**src/hdl/pim_defines.vh**
```
// pim_defines.vh: offsets, widths and mode codes of the process image mapper.
// assumes: included by bare name by the mapper module; the fifo takes its sizes as parameters.
`ifndef PIM_DEFINES_VH
`define PIM_DEFINES_VH
// analog layout modes
`define PIM_MODE_PLAIN       2'h0
`define PIM_MODE_MAILBOX     2'h1
`define PIM_MODE_SINGLE      2'h2
// word offsets inside one analog module's image
`define PIM_WO_CH1           3'h0
`define PIM_WO_CH2           3'h1
`define PIM_WO_REF           3'h1
`define PIM_WO_STAT          3'h0
`define PIM_WO_MBX_FIRST     3'h1
`define PIM_WO_MBX_LAST      3'h3
`define PIM_WO_MBX_CH1       3'h4
`define PIM_WO_MBX_CH2       3'h5
// image sizes in words and bytes
`define PIM_WORDS_PLAIN      3'h2
`define PIM_WORDS_MAILBOX    3'h6
`define PIM_MBX_BYTES        4'h6
`define PIM_IMG_BYTES        4'hC
// fifo defaults
`define PIM_FIFO_DEPTH       8
`define PIM_FIFO_WIDTH       16
`endif

```
**src/hdl/pim_fifo.v**
```verilog
// pim_fifo.v: synchronous fifo carrying input image words to the controller.
// assumes: one clock, asynchronous active high reset, depth a power of two.
`timescale 1ns/1ps
`default_nettype none
module pim_fifo #(
    parameter WIDTH = 16,
    parameter DEPTH = 8,
    parameter AW    = 3
) (
    input  wire             clk_i,
    input  wire             sys_rst_i,
    input  wire             wr_valid_i,
    output wire             wr_ready_o,
    input  wire [WIDTH-1:0] wr_data_i,
    output wire             rd_valid_o,
    input  wire             rd_ready_i,
    output wire [WIDTH-1:0] rd_data_o
);
    reg [WIDTH-1:0] mem_q [0:DEPTH-1];
    reg [AW:0]      wr_ptr_q;
    reg [AW:0]      rd_ptr_q;
    wire            full;
    wire            empty;
    wire            push;
    wire            pop;

    // extra pointer bit tells full from empty
    assign full       = (wr_ptr_q[AW] != rd_ptr_q[AW]) && (wr_ptr_q[AW-1:0] == rd_ptr_q[AW-1:0]);
    assign empty      = (wr_ptr_q == rd_ptr_q);
    assign wr_ready_o = ~full;
    assign rd_valid_o = ~empty;
    assign push       = wr_valid_i & ~full;
    assign pop        = rd_ready_i & ~empty;
    assign rd_data_o  = mem_q[rd_ptr_q[AW-1:0]];

    // storage has no reset; only the pointers need a defined value
    always @(posedge clk_i)
    begin
        if (push)
        begin
            mem_q[wr_ptr_q[AW-1:0]] <= wr_data_i;
        end
    end

    // pointer update
    always @(posedge clk_i or posedge sys_rst_i)
    begin
        if (sys_rst_i)
        begin
            wr_ptr_q <= {(AW+1){1'b0}};
            rd_ptr_q <= {(AW+1){1'b0}};
        end
        else
        begin
            if (push)
            begin
                wr_ptr_q <= wr_ptr_q + 1'b1;
            end
            if (pop)
            begin
                rd_ptr_q <= rd_ptr_q + 1'b1;
            end
        end
    end
endmodule // pim_fifo
`default_nettype wire

```
**src/hdl/pim_mapper.v**
```verilog
// pim_mapper.v: maps digital and analog module data into process images.
// assumes: module pins and field values are synchronous to clk_i unless marked;
// the controller pulls input image words from a fifo and writes outputs by word.
`timescale 1ns/1ps
`default_nettype none
`include "pim_defines.vh"
module pim_mapper #(
    parameter FIFO_DEPTH = `PIM_FIFO_DEPTH,
    parameter FIFO_AW    = 3
) (
    input  wire        clk_i,
    input  wire        sys_rst_i,
    // scan trigger: one pulse builds one input image
    input  wire        scan_start_i,
    output wire        scan_busy_o,
    // analog module layout chosen at configuration
    input  wire [1:0]  ana_mode_i,
    input  wire [15:0] ana_ch1_value_i,
    input  wire [15:0] ana_ch2_value_i,
    input  wire [7:0]  ana_ch1_ctrl_stat_i,
    input  wire [7:0]  ana_ch2_ctrl_stat_i,
    input  wire [7:0]  module_status_byte_i,
    input  wire [47:0] mailbox_response_bytes_i,
    output reg  [7:0]  module_control_byte_o,
    output reg  [47:0] mailbox_request_bytes_o,
    // digital field pins (asynchronous)
    input  wire [7:0]  digital_input_channel_i,
    output reg  [15:0] do16_channel_o,
    output reg  [7:0]  do8_channel_o,
    // controller output image write, one word per strobe
    input  wire        out_wr_i,
    input  wire [3:0]  out_word_i,
    input  wire [15:0] out_data_i,
    // controller input image read stream
    output wire        in_valid_o,
    input  wire        in_ready_i,
    output wire [15:0] in_data_o,
    output wire        cfg_status_o
);
    localparam ST_IDLE = 3'b001;
    localparam ST_ANA  = 3'b010;
    localparam ST_DIG  = 3'b100;

    reg  [7:0]  di_meta_q;
    reg  [7:0]  di_sync_q;
    reg  [2:0]  state_q;
    reg  [2:0]  word_q;
    reg  [1:0]  mode_q;
    reg  [15:0] wr_word;
    wire        fifo_ready;
    wire        push;
    wire [2:0]  last_word;

    // little endian word: low byte first on the wire, high byte above
    function [15:0] le_word;
        input [7:0] lo;
        input [7:0] hi;
        begin
            le_word = {hi, lo};
        end
    endfunction

    // picks one 16-bit lane of the mailbox byte array
    function [15:0] mbx_word;
        input [47:0] bytes;
        input [2:0]  idx;
        begin
            case (idx)
                3'h1:    mbx_word = le_word(bytes[7:0],   bytes[15:8]);
                3'h2:    mbx_word = le_word(bytes[23:16], bytes[31:24]);
                default: mbx_word = le_word(bytes[39:32], bytes[47:40]);
            endcase
        end
    endfunction

    // two flip-flops before any logic sees the field inputs
    always @(posedge clk_i or posedge sys_rst_i)
    begin
        if (sys_rst_i)
        begin
            di_meta_q <= 8'h00;
            di_sync_q <= 8'h00;
        end
        else
        begin
            di_meta_q <= digital_input_channel_i;
            di_sync_q <= di_meta_q;
        end
    end

    // controller writes into the output image; outputs follow image bits
    always @(posedge clk_i or posedge sys_rst_i)
    begin
        if (sys_rst_i)
        begin
            do16_channel_o          <= 16'h0000;
            do8_channel_o           <= 8'h00;
            module_control_byte_o   <= 8'h00;
            mailbox_request_bytes_o <= 48'h000000000000;
        end
        else if (out_wr_i)
        begin
            case (out_word_i)
                // word 0 bytes 0/1 drive channels 1..8 and 9..16
                4'h0: do16_channel_o <= out_data_i;
                4'h1: do8_channel_o  <= out_data_i[7:0];
                // mailbox output image, only meaningful in mailbox mode
                4'h2: module_control_byte_o <= out_data_i[7:0];
                4'h3: mailbox_request_bytes_o[15:0]  <= out_data_i;
                4'h4: mailbox_request_bytes_o[31:16] <= out_data_i;
                4'h5: mailbox_request_bytes_o[47:32] <= out_data_i;
                default: ; // word addresses 6..15 are refused and change nothing
            endcase
        end
    end

    // last analog word of the image depends on layout
    assign last_word = (mode_q == `PIM_MODE_MAILBOX) ?
                       (`PIM_WORDS_MAILBOX - 3'h1) : (`PIM_WORDS_PLAIN - 3'h1);

    // input image word select; control/status bits are never routed here
    always @*
    begin
        wr_word = 16'h0000;
        case (state_q)
            ST_ANA:
            begin
                if (mode_q == `PIM_MODE_MAILBOX)
                begin
                    // status word first, then the mailbox, values after it
                    if (word_q == `PIM_WO_STAT)
                        wr_word = le_word(module_status_byte_i, 8'h00);
                    else if (word_q <= `PIM_WO_MBX_LAST)
                        wr_word = mbx_word(mailbox_response_bytes_i, word_q);
                    else if (word_q == `PIM_WO_MBX_CH1)
                        wr_word = le_word(ana_ch1_value_i[7:0], ana_ch1_value_i[15:8]);
                    else
                        wr_word = le_word(ana_ch2_value_i[7:0], ana_ch2_value_i[15:8]);
                end
                else if (word_q == `PIM_WO_CH1)
                    // value word, single or two channel alike
                    wr_word = le_word(ana_ch1_value_i[7:0], ana_ch1_value_i[15:8]);
                else
                    // second word: channel 2 or reference value
                    wr_word = le_word(ana_ch2_value_i[7:0], ana_ch2_value_i[15:8]);
            end
            ST_DIG:  wr_word = {8'h00, di_sync_q};
            default: wr_word = 16'h0000;
        endcase
    end

    assign push = (state_q != ST_IDLE) & fifo_ready;

    // scan sequencer: analog words first, then the digital byte
    always @(posedge clk_i or posedge sys_rst_i)
    begin
        if (sys_rst_i)
        begin
            state_q <= ST_IDLE;
            word_q  <= 3'h0;
            mode_q  <= `PIM_MODE_PLAIN;
        end
        else
        begin
            case (state_q)
                ST_IDLE:
                begin
                    if (scan_start_i)
                    begin
                        // mode latched per scan so one image never mixes layouts
                        mode_q  <= ana_mode_i;
                        word_q  <= 3'h0;
                        state_q <= ST_ANA;
                    end
                end
                ST_ANA:
                begin
                    if (push)
                    begin
                        if (word_q == last_word)
                            state_q <= ST_DIG;
                        else
                            word_q <= word_q + 3'h1;
                    end
                end
                ST_DIG:
                begin
                    if (push)
                        state_q <= ST_IDLE;
                end
                default: state_q <= ST_IDLE;
            endcase
        end
    end

    // fifo back-pressure stalls the sequencer when the controller lags
    pim_fifo #(
        .WIDTH (`PIM_FIFO_WIDTH),
        .DEPTH (FIFO_DEPTH),
        .AW    (FIFO_AW)
    ) u_fifo (
        .clk_i      (clk_i),
        .sys_rst_i  (sys_rst_i),
        .wr_valid_i (state_q != ST_IDLE),
        .wr_ready_o (fifo_ready),
        .wr_data_i  (wr_word),
        .rd_valid_o (in_valid_o),
        .rd_ready_i (in_ready_i),
        .rd_data_o  (in_data_o)
    );

    assign scan_busy_o = (state_q != ST_IDLE);
    // control/status bits reach only this internal configuration flag
    assign cfg_status_o = |(ana_ch1_ctrl_stat_i & ana_ch2_ctrl_stat_i);
endmodule // pim_mapper
`default_nettype wire

```
**config.mk**
```make
export PLATFORM = sky130hd
export DESIGN_NAME = pim_mapper
export DESIGN_NICKNAME = d
export VERILOG_FILES = /design/src/hdl/pim_fifo.v /design/src/hdl/pim_mapper.v
export VERILOG_INCLUDE_DIRS = /design/src /design/src/hdl
export SDC_FILE = /design/constraint.sdc
export NUM_CORES = 1
export LEC_CHECK = 0
export ABC_AREA = 1
export BUFFER_PORTS_ARGS = -buffer_cell sky130_fd_sc_hd__buf_2
export CAP_MARGIN = 25
export CORE_ASPECT_RATIO = 1.1
export CORE_MARGIN = 2
export CORE_UTILIZATION = 49
export DETAILED_ROUTE_END_ITERATION = 6
export PLACE_DENSITY = 0.76
export SLEW_MARGIN = 20
export SYNTH_ARGS = -nofsm -noshare
export SYNTH_HDL_FRONTEND = slang
export SYNTH_SLANG_ARGS = --single-unit
```
**constraint.sdc**
```tcl
create_clock -name clk_i -period 3.2 [get_ports clk_i]
set_clock_uncertainty 0.2 [all_clocks]
set_input_delay 0.32 -clock clk_i [delete_from_list [all_inputs] [get_ports clk_i]]
set_output_delay 0.32 -clock clk_i [all_outputs]
set_load 0.02 [all_outputs]
```
==> results.txt <==
Total negative slack - 0 ps
Clock Sinks - 240
Final Cycle Share - 89.9%
DR vias - 8,899
Min Tclk post-route - 2880 ps
CP Data Arrival Time - 2360 ps
RSZ-0062 raised after global routing - no
DRC - 0
Inserted Clock Buffers - 23
Asr flop ratio synth - 46.7%
Yosys warns - 0
Port bufs - 237
Register-to-register setup slack - 430 ps
Post-synth top flop - edfxtp_1
Sequential fraction of the synthesis area - 62.5%
DP Cell Count - 1,631
Final ANT Viol Nets - 0
Synthesized area - 10,600 sq um
Cell taking the most area after synthesis - edfxtp_1
Max clock buf depth - 3
Final Hold Vio Count - 0
Postcts setup bufs - 0
CP Cell Sequence - inv_2, buf_12, nor2_1, o21ai_0, a21oi_1, a31oi_1, buf_2
Post-synthesis cell type count - 36
Pwr dens - 890 nW/um^2
Fillers - 1,731
Worst hold path class - input port to flip-flop
CTS tree - done
Core footprint - 21,300 sq um
Hold_buf cts - 29
Post-placement cell area - 12,100 sq um
Skew-Pair Late Insertion Delay - 500 ps
Maxcap violations - 0
Critical Path RT - 2680 ps
Register area - 6650 sq um
H-tree depth - 1
Initial Util - 50.0%
Post-synth net total - 1,283
Die footprint - 22,900 sq um
Adder-Cell Fraction of Synth Area - 0.823%
DRT Wirelength - 28,000 um
Metal2 WL - 13,600 um
GRT overflow - 0
Synthesized flop and latch total - 240
Crit path max fanout - 44
Synth Area in Simple Gates - 19.7%
Initial DRC Count - 741
Iteration count of the initial detailed-routing pass - 7
Final std cells w/o fill - 1,703
Top Layer Used - met4
Synth Area in XOR/XNOR - 0.411%
Static Leak - 6.20 nW
Synth Instances - 1,137
Post-CTS resize count - 0
Layout area overhead - 23.9%
M1 wire length - 11,300 um
Fmax - 0.348 GHz
Synth top area share - 36.1%
Largest net degree at the start of global routing - 113
Reg clk slew, reported paths - 70 ps
Final Instance Area - 13,200 sq um
Num rows - 56
GPL Wtd Cong - 0.904
Met3 Wirelength - 2280 um
# nets final - 1,542
Startpoint Class - flip-flop
Crit path max-delay cell type - dfrtp_2
Vias in the first global route - 8,422
Final Util - 61.9%
Synth Area in Compound Gates - 11.6%
Status - completed
First-pass GRT wire length - 43,900 um
Initial antenna violation count - 0
Worst setup EP type - output port
Slew @ Worst Pin - 980 ps
Critical path's largest stage delay - 430 ps
Die Span Y - 159 um
N_diodes - 0
Routed len/inst - 16.5 um
Main combinational cell family by area after synthesis - simple AND/OR/NAND/NOR gates
Die W - 145 um
Maximum VDD drop - 0.539 mV
Post-synthesis mux area share - 0.106%
Largest cells by area after synthesis - edfxtp_1 (36%), dfrtp_1 (26%), nand2_1 (12%)
Relative slew slack - 34.5%
I/O pin total - 238
Root Driver - clkbuf_16
GRT Total Usage - 24.6%
Vias per Instance - 5.23
Final setup fails - 0
Multi-input logic area - 3480 sq um
Share of layout cells above drive strength 1 - 23.0%
Pins Over Slew Limit - 0
DP HPWL - 18,200 um
Post-synth EDFFs - 128
Kind of critical path - flip-flop to output port
Mean Syn Cell Area - 9.36 sq um
area by class of cell:
cell class / instances / area share [%]
sequential: 240 / 50.4
multi-input combinational: 774 / 26.4
timing repair buffer: 290 / 12.9
clock buffer: 34 / 5.25
tap: 290 / 2.75
inverter: 67 / 1.93
clock inverter: 8 / 0.389
routing by layer:
metal	up-vias	track usage, %
met5	-	0
met4	0	8.74
met3	71	4.45
met2	390	40.5
met1	4151	33.0
li1	4287	-
synthesized netlist by cell type (all sizes together), types with 3 or more instances:
master,n
nand4,9
or2,9
nor2,120
edfxtp,128
buf,21
a21oi,49
ha,7
nand2,358
inv,66
nand3,23
a31oi,16
xnor2,3
o211ai,8
o21ai,163
dfrtp,111
clkbuf,35
power by group:
part           switching [mW]  leakage, nW  internal (mW)
Clock                    1.13        0.363           1.52
Sequential              0.302         2.60           4.13
Combinational            3.22         3.23           1.44
Total                    4.65         6.20           7.08
metrics by stage:
| step | setup WS [ps] | total power [mW] | hold WS (ps) |
|---|---|---|---|
| final | 323 | 11.7 | 22.6 |
| after global routing | 165 | 12.5 | 36.8 |
| after CTS | 259 | 11.8 | 1.63 |
| after detailed placement | 486 | 9.07 | 135 |
| after global placement | 598 | 8.98 | 133 |
| after floorplan | 785 | 7.58 | 131 |
path summary, 6_finish.rpt:
| kind | startpoint | endpoint | depth (start not counted) |
|---|---|---|---|
| min in group asynchronous | sys_rst_i | word_q[0] | 4 |
| max | u_fifo.rd_ptr_q[0] | in_data_o[15] | 7 |
| min reg2reg | di_meta_q[2] | di_sync_q[2] | 0 |
| min | out_data_i[3] | mailbox_request_bytes_o[3] | 3 |
| max reg2reg | word_q[0] | u_fifo.mem_q[5][14] | 8 |
| max in group asynchronous | sys_rst_i | u_fifo.rd_ptr_q[0] | 4 |
registers in the layout, summed over array words and instances (netlist names):
| register | cells |
|---|---|
| do16_channel_o | 16 |
| u_fifo.wr_ptr_q | 4 |
| u_fifo.rd_ptr_q | 4 |
| mode_q | 2 |
| state_q | 3 |
| word_q | 3 |
| module_control_byte_o | 8 |
| di_meta_q | 8 |
| di_sync_q | 8 |
| u_fifo.mem_q | 128 |
| do8_channel_o | 8 |
| mailbox_request_bytes_o | 48 |
layout by cell type, fill, tap and decap left out, types with 3 or more instances in the layout:
master	n
dfrtp_1	110
clkinv_1	3
dlygate4sd3_1	29
clkinvlp_4	3
nand2_2	3
buf_2	237
inv_2	7
nand3_1	22
xnor2_1	3
nand2_1	354
buf_4	20
a31oi_1	16
clkbuf_1	5
edfxtp_1	128
a21oi_1	49
clkbuf_16	26
buf_12	3
nand4_1	8
nor2_1	119
ha_1	7
or2_2	8
inv_1	58
o21ai_0	161
o211ai_1	8
cell families (layout without fill, tap and decap cells):
family	count (synthesis)	after routing
simple gates	523	523
xor+xnor	5	5
mux	1	1
flops	240	240
fa+ha+maj	7	7
buf+inv	123	399
compound gates	238	238
worst max-delay path, delay by kind of cell, from the launching register on:
family | cells | cell delay (ps)
DFF | 1 | 430
buffers and inverters | 3 | 840
and+or+nand+nor | 1 | 50
AOI/OAI and AO/OA | 3 | 520
(Power assumes the default switching activity.)
